[src/bcc_regs.vh]
`ifndef BCC_REGS_VH
`define BCC_REGS_VH

// ==========================================================
// register byte offsets
`define BCC_OFF_MODE 8'h00
`define BCC_OFF_HFMT 8'h04
`define BCC_OFF_TIME 8'h08
`define BCC_OFF_CAL 8'h0c
`define BCC_OFF_TALM 8'h10
`define BCC_OFF_CALM 8'h14
`define BCC_OFF_STAT 8'h18
`define BCC_OFF_SCLR 8'h1c
`define BCC_OFF_IEN 8'h20
`define BCC_OFF_IDIS 8'h24
`define BCC_OFF_IMSK 8'h28
`define BCC_OFF_VER 8'h2c

// ==========================================================
// reset values and write masks
`define BCC_RST_ZERO 32'h00000000
`define BCC_RST_CAL 32'h01819819
`define BCC_MASK_MODE 32'h00030303
`define BCC_MASK_TALM 32'h00ffffff
`define BCC_MASK_CALM 32'hbf9f0000

// ==========================================================
// mode register fields
`define BCC_MODE_UPD_TIME 0
`define BCC_MODE_UPD_CAL 1
`define BCC_MODE_TEV_LO 8
`define BCC_MODE_CEV_LO 16

// ==========================================================
// time / calendar / alarm field positions
`define BCC_SEC_LO 0
`define BCC_MIN_LO 8
`define BCC_HOUR_LO 16
`define BCC_MER_BIT 22
`define BCC_SEC_EN 7
`define BCC_MIN_EN 15
`define BCC_HOUR_EN 23
`define BCC_CENTURY_FIELD_LO 0
`define BCC_YEAR_LO 8
`define BCC_MON_LO 16
`define BCC_WDAY_LO 21
`define BCC_DATE_LO 24
`define BCC_MON_EN 23
`define BCC_DATE_EN 31

// ==========================================================
// status bits and entry error bits
`define BCC_ST_ACK 0
`define BCC_ST_ALARM 1
`define BCC_ST_SEC 2
`define BCC_ST_TEV 3
`define BCC_ST_CEV 4
`define BCC_VER_TIME 0
`define BCC_VER_CAL 1
`define BCC_VER_TALM 2
`define BCC_VER_CALM 3

// ==========================================================
// event selector codes
`define BCC_TEV_MIN 2'h0
`define BCC_TEV_HOUR 2'h1
`define BCC_TEV_MIDN 2'h2
`define BCC_TEV_NOON 2'h3
`define BCC_CEV_WEEK 2'h0
`define BCC_CEV_MONTH 2'h1
`define BCC_CEV_YEAR 2'h2

// ==========================================================
// timing
`define BCC_SEC_NS 1000000000
`define BCC_CLK_NS 4
`define BCC_TICK_CYCLES (`BCC_SEC_NS / `BCC_CLK_NS)

`endif

[src/bcc_sec_tick.v]
`timescale 1ns/1ps
`include "bcc_regs.vh"

module bcc_sec_tick #(
   parameter CYCLES = `BCC_TICK_CYCLES
)(
   input wire core_clk_i,
   input wire rst_n_i,
   input wire en_i,
   output wire tick_o
);

   localparam [31:0] LAST32 = CYCLES - 1;
   localparam [27:0] LAST = LAST32[27:0];

   reg [27:0] cnt_q;
   reg tick_q;

   // ==========================================================
   // free running one second prescaler
   always @(posedge core_clk_i)
   begin
      if (!rst_n_i)
      begin
         cnt_q <= 28'h0000000;
         tick_q <= 1'b0;
      end
      else if (en_i)
      begin
         if (cnt_q == LAST)
         begin
            cnt_q <= 28'h0000000;
            tick_q <= 1'b1;
         end
         else
         begin
            cnt_q <= cnt_q + 28'h0000001;
            tick_q <= 1'b0;
         end
      end
   end

   assign tick_o = tick_q;

endmodule

[src/bcc_calendar_clock.v]
`timescale 1ns/1ps
`include "bcc_regs.vh"

module bcc_calendar_clock #(
   parameter TICK_CYCLES = `BCC_TICK_CYCLES
)(
   input wire core_clk_i,
   input wire rst_n_i,
   input wire en_i,
   input wire [7:0] addr_i,
   input wire [31:0] wdata_i,
   input wire wr_i,
   input wire rd_i,
   output wire [31:0] rdata_o
);

   // ==========================================================
   // bcd helpers
   function [7:0] bcd_inc;
      input [7:0] v;
      begin
         if (v[3:0] == 4'h9)
            bcd_inc = {v[7:4] + 4'h1, 4'h0};
         else
            bcd_inc = {v[7:4], v[3:0] + 4'h1};
      end
   endfunction

   function bcd_ok;
      input [7:0] v;
      input [7:0] lo;
      input [7:0] hi;
      begin
         bcd_ok = (v[3:0] <= 4'h9) && (v[7:4] <= 4'h9) && (v >= lo) && (v <= hi);
      end
   endfunction

   // every fourth year leaps, valid up to 2099
   function is_leap;
      input [7:0] y;
      begin
         if (y[4])
            is_leap = (y[3:0] == 4'h2) || (y[3:0] == 4'h6);
         else
            is_leap = (y[3:0] == 4'h0) || (y[3:0] == 4'h4) || (y[3:0] == 4'h8);
      end
   endfunction

   function [7:0] month_days;
      input [7:0] m;
      input leap;
      begin
         case (m)
            8'h02: month_days = leap ? 8'h29 : 8'h28;
            8'h04, 8'h06, 8'h09, 8'h11: month_days = 8'h30;
            default: month_days = 8'h31;
         endcase
      end
   endfunction

   // hour check depends on format and meridiem
   function hour_ok;
      input [7:0] h;
      input mer;
      input fmt12;
      begin
         if (fmt12)
            hour_ok = bcd_ok(h, 8'h01, 8'h12);
         else
            hour_ok = bcd_ok(h, 8'h00, 8'h23) && !mer;
      end
   endfunction

   // ==========================================================
   // state
   reg [31:0] mode_q;
   reg hfmt_q;
   reg [6:0] sec_q;
   reg [6:0] min_q;
   reg [5:0] hour_q;
   reg mer_q;
   reg [6:0] century_field_q;
   reg [7:0] year_q;
   reg [4:0] mon_q;
   reg [2:0] wday_q;
   reg [5:0] date_q;
   reg [31:0] talm_q;
   reg [31:0] calm_q;
   reg [4:0] stat_q;
   reg [4:0] imsk_q;
   reg [3:0] ver_q;
   reg [31:0] rdata_q;

   reg [6:0] sec_n;
   reg [6:0] min_n;
   reg [5:0] hour_n;
   reg mer_n;
   reg [6:0] century_field_n;
   reg [7:0] year_n;
   reg [4:0] mon_n;
   reg [2:0] wday_n;
   reg [5:0] date_n;
   reg [7:0] inc_t;
   reg min_chg;
   reg hr_chg;
   reg day_chg;
   reg noon;
   reg tev_hit;
   reg cev_hit;
   reg alarm_hit;
   reg [4:0] stat_set;
   reg [31:0] rdata_d;

   wire tick;
   wire upd_time = mode_q[`BCC_MODE_UPD_TIME];
   wire upd_cal = mode_q[`BCC_MODE_UPD_CAL];
   wire [1:0] tev_sel = mode_q[`BCC_MODE_TEV_LO+1:`BCC_MODE_TEV_LO];
   wire [1:0] cev_sel = mode_q[`BCC_MODE_CEV_LO+1:`BCC_MODE_CEV_LO];
   wire wr_mode = wr_i && (addr_i == `BCC_OFF_MODE);
   wire wr_time = wr_i && (addr_i == `BCC_OFF_TIME) && upd_time;
   wire wr_cal = wr_i && (addr_i == `BCC_OFF_CAL) && upd_cal;
   wire wr_talm = wr_i && (addr_i == `BCC_OFF_TALM);
   wire wr_calm = wr_i && (addr_i == `BCC_OFF_CALM);
   wire [31:0] w = wdata_i;
   wire [31:0] time_rd = {9'h000, mer_q, hour_q, 1'b0, min_q, 1'b0, sec_q};
   wire [31:0] cal_rd = {2'h0, date_q, wday_q, mon_q, year_q, 1'b0, century_field_q};

   // ==========================================================
   // entry checks
   wire w_fmt12 = hfmt_q;
   wire time_ok = bcd_ok({1'b0, w[6:0]}, 8'h00, 8'h59)
      && bcd_ok({1'b0, w[14:8]}, 8'h00, 8'h59)
      && hour_ok({2'h0, w[21:16]}, w[`BCC_MER_BIT], w_fmt12);
   wire talm_ok = bcd_ok({1'b0, w[6:0]}, 8'h00, 8'h59)
      && bcd_ok({1'b0, w[14:8]}, 8'h00, 8'h59)
      && hour_ok({2'h0, w[21:16]}, w[`BCC_MER_BIT], w_fmt12);
   wire cal_ok = bcd_ok({1'b0, w[6:0]}, 8'h19, 8'h20)
      && bcd_ok(w[15:8], 8'h00, 8'h99)
      && bcd_ok({3'h0, w[20:16]}, 8'h01, 8'h12)
      && bcd_ok({5'h00, w[23:21]}, 8'h01, 8'h07)
      && bcd_ok({2'h0, w[29:24]}, 8'h01, 8'h31)
      && ({2'h0, w[29:24]} <= month_days({3'h0, w[20:16]}, is_leap(w[15:8])));
   wire calm_ok = bcd_ok({3'h0, w[20:16]}, 8'h01, 8'h12)
      && bcd_ok({2'h0, w[29:24]}, 8'h01, 8'h31);

   bcc_sec_tick #(
      .CYCLES(TICK_CYCLES)
   ) u_tick (
      .core_clk_i(core_clk_i),
      .rst_n_i(rst_n_i),
      .en_i(en_i),
      .tick_o(tick)
   );

   // ==========================================================
   // counter advance
   always @*
   begin
      sec_n = sec_q;
      min_n = min_q;
      hour_n = hour_q;
      mer_n = mer_q;
      century_field_n = century_field_q;
      year_n = year_q;
      mon_n = mon_q;
      wday_n = wday_q;
      date_n = date_q;
      inc_t = 8'h00;
      min_chg = 1'b0;
      hr_chg = 1'b0;
      day_chg = 1'b0;
      noon = 1'b0;
      if (tick && !upd_time)
      begin
         if (sec_q == 7'h59)
         begin
            sec_n = 7'h00;
            min_chg = 1'b1;
            if (min_q == 7'h59)
            begin
               min_n = 7'h00;
               hr_chg = 1'b1;
               inc_t = bcd_inc({2'h0, hour_q});
               if (hfmt_q)
               begin
                  if (hour_q == 6'h12)
                     hour_n = 6'h01;
                  else if (hour_q == 6'h11)
                  begin
                     hour_n = 6'h12;
                     mer_n = !mer_q;
                     day_chg = mer_q;
                     noon = !mer_q;
                  end
                  else
                     hour_n = inc_t[5:0];
               end
               else if (hour_q == 6'h23)
               begin
                  hour_n = 6'h00;
                  day_chg = 1'b1;
               end
               else
               begin
                  hour_n = inc_t[5:0];
                  noon = (hour_q == 6'h11);
               end
            end
            else
            begin
               inc_t = bcd_inc({1'b0, min_q});
               min_n = inc_t[6:0];
            end
         end
         else
         begin
            inc_t = bcd_inc({1'b0, sec_q});
            sec_n = inc_t[6:0];
         end
      end
      // time keeps running while the calendar is held, so days may be lost
      if (day_chg && !upd_cal)
      begin
         wday_n = (wday_q == 3'h7) ? 3'h1 : wday_q + 3'h1;
         if ({2'h0, date_q} >= month_days({3'h0, mon_q}, is_leap(year_q)))
         begin
            date_n = 6'h01;
            if (mon_q == 5'h12)
            begin
               mon_n = 5'h01;
               year_n = bcd_inc(year_q);
               if (year_q == 8'h99)
               begin
                  year_n = 8'h00;
                  century_field_n = (century_field_q == 7'h19) ? 7'h20 : 7'h19;
               end
            end
            else
            begin
               inc_t = bcd_inc({3'h0, mon_q});
               mon_n = inc_t[4:0];
            end
         end
         else
         begin
            inc_t = bcd_inc({2'h0, date_q});
            date_n = inc_t[5:0];
         end
      end
   end

   // ==========================================================
   // events and alarm
   always @*
   begin
      case (tev_sel)
         `BCC_TEV_MIN: tev_hit = min_chg;
         `BCC_TEV_HOUR: tev_hit = hr_chg;
         `BCC_TEV_MIDN: tev_hit = day_chg;
         `BCC_TEV_NOON: tev_hit = noon;
         default: tev_hit = 1'b0;
      endcase
      case (cev_sel)
         `BCC_CEV_WEEK: cev_hit = day_chg && (wday_n == 3'h1);
         `BCC_CEV_MONTH: cev_hit = day_chg && (date_n == 6'h01);
         `BCC_CEV_YEAR: cev_hit = day_chg && (date_n == 6'h01) && (mon_n == 5'h01);
         default: cev_hit = 1'b0;
      endcase
      if (upd_cal)
         cev_hit = 1'b0;
      alarm_hit = tick && !upd_time
         && (talm_q[`BCC_SEC_EN] || talm_q[`BCC_MIN_EN] || talm_q[`BCC_HOUR_EN]
            || calm_q[`BCC_MON_EN] || calm_q[`BCC_DATE_EN])
         && (!talm_q[`BCC_SEC_EN] || (talm_q[6:0] == sec_n))
         && (!talm_q[`BCC_MIN_EN] || (talm_q[14:8] == min_n))
         && (!talm_q[`BCC_HOUR_EN] || (talm_q[22:16] == {mer_n, hour_n}))
         && (!calm_q[`BCC_MON_EN] || (calm_q[20:16] == mon_n))
         && (!calm_q[`BCC_DATE_EN] || (calm_q[29:24] == date_n));
      stat_set = 5'h00;
      stat_set[`BCC_ST_ACK] = wr_mode && ((w[1:0] & ~mode_q[1:0]) != 2'h0);
      stat_set[`BCC_ST_ALARM] = alarm_hit;
      stat_set[`BCC_ST_SEC] = tick && !upd_time;
      stat_set[`BCC_ST_TEV] = tev_hit;
      stat_set[`BCC_ST_CEV] = cev_hit;
   end

   // ==========================================================
   // registers
   always @(posedge core_clk_i)
   begin
      if (!rst_n_i)
      begin
         mode_q <= `BCC_RST_ZERO;
         hfmt_q <= 1'b0;
         sec_q <= 7'h00;
         min_q <= 7'h00;
         hour_q <= 6'h00;
         mer_q <= 1'b0;
         century_field_q <= 7'h19;
         year_q <= 8'h98;
         mon_q <= 5'h01;
         wday_q <= 3'h4;
         date_q <= 6'h01;
         talm_q <= `BCC_RST_ZERO;
         calm_q <= `BCC_RST_ZERO;
         stat_q <= 5'h00;
         imsk_q <= 5'h00;
         ver_q <= 4'h0;
         rdata_q <= `BCC_RST_ZERO;
      end
      else if (en_i)
      begin
         sec_q <= sec_n;
         min_q <= min_n;
         hour_q <= hour_n;
         mer_q <= mer_n;
         century_field_q <= century_field_n;
         year_q <= year_n;
         mon_q <= mon_n;
         wday_q <= wday_n;
         date_q <= date_n;
         if (wr_mode)
            mode_q <= w & `BCC_MASK_MODE;
         if (wr_i && (addr_i == `BCC_OFF_HFMT))
            hfmt_q <= w[0];
         if (wr_time)
         begin
            ver_q[`BCC_VER_TIME] <= !time_ok;
            if (time_ok)
            begin
               sec_q <= w[6:0];
               min_q <= w[14:8];
               hour_q <= w[21:16];
               mer_q <= w[`BCC_MER_BIT];
            end
         end
         if (wr_cal)
         begin
            ver_q[`BCC_VER_CAL] <= !cal_ok;
            if (cal_ok)
            begin
               century_field_q <= w[6:0];
               year_q <= w[15:8];
               mon_q <= w[20:16];
               wday_q <= w[23:21];
               date_q <= w[29:24];
            end
         end
         if (wr_talm)
         begin
            ver_q[`BCC_VER_TALM] <= !talm_ok;
            if (talm_ok)
               talm_q <= w & `BCC_MASK_TALM;
         end
         if (wr_calm)
         begin
            ver_q[`BCC_VER_CALM] <= !calm_ok;
            if (calm_ok)
               calm_q <= w & `BCC_MASK_CALM;
         end
         // an event in the clearing cycle survives
         if (wr_i && (addr_i == `BCC_OFF_SCLR))
            stat_q <= (stat_q & ~w[4:0]) | stat_set;
         else
            stat_q <= stat_q | stat_set;
         if (wr_i && (addr_i == `BCC_OFF_IEN))
            imsk_q <= imsk_q | w[4:0];
         if (wr_i && (addr_i == `BCC_OFF_IDIS))
            imsk_q <= imsk_q & ~w[4:0];
         rdata_q <= rdata_d;
      end
   end

   // ==========================================================
   // read mux, zero outside the answer cycle
   always @*
   begin
      rdata_d = `BCC_RST_ZERO;
      if (rd_i)
      begin
         case (addr_i)
            `BCC_OFF_MODE: rdata_d = mode_q;
            `BCC_OFF_HFMT: rdata_d = {31'h00000000, hfmt_q};
            `BCC_OFF_TIME: rdata_d = time_rd;
            `BCC_OFF_CAL: rdata_d = cal_rd;
            `BCC_OFF_TALM: rdata_d = talm_q;
            `BCC_OFF_CALM: rdata_d = calm_q;
            `BCC_OFF_STAT: rdata_d = {27'h0000000, stat_q};
            `BCC_OFF_IMSK: rdata_d = {27'h0000000, imsk_q};
            `BCC_OFF_VER: rdata_d = {28'h0000000, ver_q};
            default: rdata_d = `BCC_RST_ZERO;
         endcase
      end
   end

   assign rdata_o = rdata_q;

endmodule

[config.mk]
export PLATFORM = sky130hd
export DESIGN_NAME = bcc_calendar_clock
export DESIGN_NICKNAME = d
export VERILOG_FILES = /design/src/bcc_sec_tick.v /design/src/bcc_calendar_clock.v
export VERILOG_INCLUDE_DIRS = /design/src
export SDC_FILE = /design/constraint.sdc
export NUM_CORES = 1
export LEC_CHECK = 0
export ABC_AREA = 1
export BUFFER_PORTS_ARGS = -buffer_cell sky130_fd_sc_hd__buf_4
export CAP_MARGIN = 20
export CORE_ASPECT_RATIO = 0.5
export CORE_MARGIN = 2
export CORE_UTILIZATION = 60
export CTS_CLUSTER_DIAMETER = 60
export DETAILED_ROUTE_END_ITERATION = 7
export GPL_ROUTABILITY_DRIVEN = 0
export GPL_TIMING_DRIVEN = 0
export HOLD_SLACK_MARGIN = 0.02
export PLACE_DENSITY = 0.8
export SETUP_SLACK_MARGIN = 0.05
export SLEW_MARGIN = 20
export SYNTH_ARGS = -nofsm -noshare
export SYNTH_HDL_FRONTEND = slang
export SYNTH_SLANG_ARGS = --single-unit
[constraint.sdc]
create_clock -name core_clk_i -period 3.5 [get_ports core_clk_i]
set_input_delay 0.175 -clock core_clk_i [delete_from_list [all_inputs] [get_ports core_clk_i]]
set_output_delay 0.175 -clock core_clk_i [all_outputs]
set_load 0.05 [all_outputs]
==> results.json <==
{
  "status": "finished with violations",
  "violations": "DRC",
  "mostFrequentLayoutCells": "nand2_1, inv_1, a21oi_1",
  "setup_ws_ns": 0.2486,
  "netlist_instances": 1548,
  "clk_latency_ns": 0.45,
  "die_area_sq_um": 17970,
  "final_common_cell": "nand2_1",
  "grt_max_degree": 17,
  "synth_area_sq_um": 10110,
  "area_growth_pct": 14.20,
  "final_util_pct": 70.25,
  "rsz0062_at_grt": "false",
  "cts_tree": "built",
  "leakagePower_nw": 4.706,
  "die_w_microns": 187.6,
  "yosys.area.top_type": "dfxtp_1",
  "antenna_cells": 0,
  "ys_ff_latch": 168,
  "hold_class": "input pin to register",
  "hold_ws_ns": 0.05475,
  "drt-wirelength-per-cell_microns": 20.07,
  "synth_edf_count": 0,
  "slew_violations": 0,
  "fin_worst_skew_ns": 0.01359,
  "vias_per_cell": 6.380,
  "grt_pass1_vias": 10956,
  "cts_num_sinks": 168,
  "synthTopCellsByArea": "dfxtp_1, nand2_1, a21oi_1",
  "fmax_mhz": 307.6,
  "ys_types": 49,
  "cp_max_fo": 9,
  "fin_crit_ns": 3.251,
  "die_y_microns": 95.79,
  "cap_violations": 0,
  "async_reset_ff_share_pct": 0,
  "ys_seq_area_share_pct": 33.27,
  "p_per_area_nw_per_um2": 349.9,
  "port_buffers": 73,
  "cp.arrival_ns": 3.55,
  "worst-path-buf-inv": 5,
  "drt_wl_total_microns": 37810,
  "vias": 12020,
  "drtIter0Drc": 1869,
  "relSlewSlack_pct": 31.61,
  "syn_nets": 1618,
  "cpLargestDelayFamily": "simple AND/OR/NAND/NOR gates",
  "worstPathRequired_ns": 3.80,
  "crit_type": "register to register",
  "clkTransAtPathRegs_ns": 0.08,
  "cp-end-kind": "register",
  "synth_top_cell_area_share_pct": 33.27,
  "synth-main-ff-cell": "dfxtp_1",
  "dp_slack_ns": -0.05804,
  "grt_util_all_layers_pct": 41.58,
  "final_nets": 1714,
  "grt_overflow_total": 0,
  "cp_slowest_cell": "dfxtp_1",
  "drive_gt1_share_pct": 10.98,
  "hold_violations": 0,
  "dp_cells": 1848,
  "cpMostUsedCell": "nand2_1",
  "cts-root-buf": "clkbuf_16",
  "cts_buffers": 17,
  "drtAntennaViolNets": 0,
  "antenna_found_initial": 0,
  "setup_viol_count_final": 0,
  "final_cells": 1884,
  "critical_path.startpoint_type": "register",
  "firstDrtPassIters": 8,
  "grt_pass1_wl_microns": 57230,
  "yosys_warnings": 0,
  "peakVddDrop_mv": 0.3683,
  "path_cells": "inv_1 > nand3_2 > nor2_4 > buf_4 > inv_1 > ha_1 > inv_1 > nor2_1 > nand2_1 > nand2_1 > nand2_1 > nand3_4 > inv_1 > nor2_8 > nand2_1 > nand2_1 > nand2_1 > nand2_1 > nor2_1 > nand3_1 > nand2_1 > nand3_1 > a21oi_1",
  "avgSynthCellArea_sq_um": 6.531,
  "tightest_slew_ns": 1.026,
  "clockBufferDepth": 2,
  "io_pins": 77,
  "hpwlAfterDp_microns": 28330,
  "cts_htree_levels": 4,
  "fillerInstances": 1470,
  "start_util_pct": 61.52,
  "rows": 33,
  "core_sq_um": 16430,
  "drc_errors": 2,
  "fin_crit_sh_pct": 92.90,
  "worst_path_largest_cell_delay_ns": 0.32
}
cell usage after synthesis (3+ instances only):
| master | n |
|---|---|
| ha_1 | 25 |
| nand2_1 | 333 |
| o211ai_1 | 26 |
| nand3_2 | 4 |
| nor2_8 | 3 |
| a31oi_1 | 6 |
| nor3_1 | 35 |
| nor2_4 | 5 |
| a211oi_1 | 8 |
| buf_4 | 4 |
| a21oi_1 | 173 |
| buf_2 | 8 |
| clkbuf_1 | 42 |
| o21ai_1 | 5 |
| o22ai_1 | 35 |
| o31ai_1 | 4 |
| nor2_1 | 124 |
| nand4_1 | 35 |
| nor2_2 | 8 |
| inv_1 | 202 |
| o21ai_0 | 126 |
| o221ai_1 | 10 |
| nor4_1 | 7 |
| nand3_1 | 87 |
| dfxtp_1 | 168 |
| nand2_4 | 4 |
| a221oi_1 | 6 |
| xor2_1 | 5 |
| nand3_4 | 3 |
| inv_2 | 13 |
| buf_6 | 3 |
| nand2_2 | 7 |
repair_timing:
item,CTS,global route
resized for setup,1,10
buffers inserted,0,3
hold buffers,1,0
setup endpoints to repair,14,16
pin swaps,0,2
hold endpoints to repair,1,0
through the flow:
step                      cell area (sq um)  total power, mW  setup TNS, ns
after floorplan                       10110            2.123              0
after global placement                10940            2.260       -0.08019
after detailed placement              10940            2.267       -0.06064
after CTS                             11490            3.996              0
after global routing                  11540            4.124              0
final                                 11540            4.039              0
registers in the layout (all words and copies together) (netlist names), named ones only:
name	cells
sec_q	7
century_field_q	7
year_q	8
talm_q	24
calm_q	13
stat_q	5
ver_q	4
u_tick.cnt_q	28
date_q	6
wday_q	3
rdata_o	31
u_tick.tick_o	1
hour_q	6
mon_q	5
mer_q	1
hfmt_q	1
mode_q	6
min_q	7
area by class of cell:
| cell class | count | area [sq um] | share of cell area [%] |
|---|---|---|---|
| clock inverter | 13 | 98.84 | 0.8562 |
| sequential | 168 | 3364 | 29.14 |
| timing repair buffer | 77 | 580.6 | 5.029 |
| multi-input combinational | 1106 | 5708 | 49.44 |
| clock buffer | 19 | 432.9 | 3.750 |
| inverter | 215 | 807.0 | 6.990 |
| tap | 227 | 284.0 | 2.460 |
| buffer | 59 | 269.0 | 2.330 |
power by group:
group / switching [mW] / leakage [nW] / internal (mW) / total, mW
combinational: 0.229 / 3.09 / 0.0890 / 0.318
clock: 0.874 / 0.260 / 0.917 / 1.79
sequential: 0.0103 / 1.36 / 1.92 / 1.93
cells by family (layout without fill, tap and decap cells):
logic type,Yosys count,count (layout),synth area share [%]
compound gates,409,409,22.64
xor+xnor,7,7,0.6064
fa+ha+maj,25,25,3.094
buf+inv,274,383,10.64
flops,168,168,33.27
other cells,1,1,0.03709
simple gates,664,664,29.72
final timing paths:
kind	start	to	slack (ns)	depth (start not counted)
setup reg to reg	mon_q[2]	stat_q[1]	0.25	23
hold reg to reg	register	register	0.46	2
setup / recovery	mon_q[2]	stat_q[1]	0.25	23
hold / removal	wdata_i[7]	talm_q[7]	0.05	3
per-layer routing:
metal	up-vias	wire length, microns	track usage [%]
met2	935	15180	63.49
met1	5448	14340	51.64
met5	-	42	0
li1	5406	-	-
met4	2	2265	23.56
met3	229	5981	14.91
worst min-delay path: cells and delay by family:
family / cells / cell delay [ns]
buf+inv: 1 / 0.09
compound gates: 2 / 0.19
No activity file was read; power rests on OpenSTA's default activity.
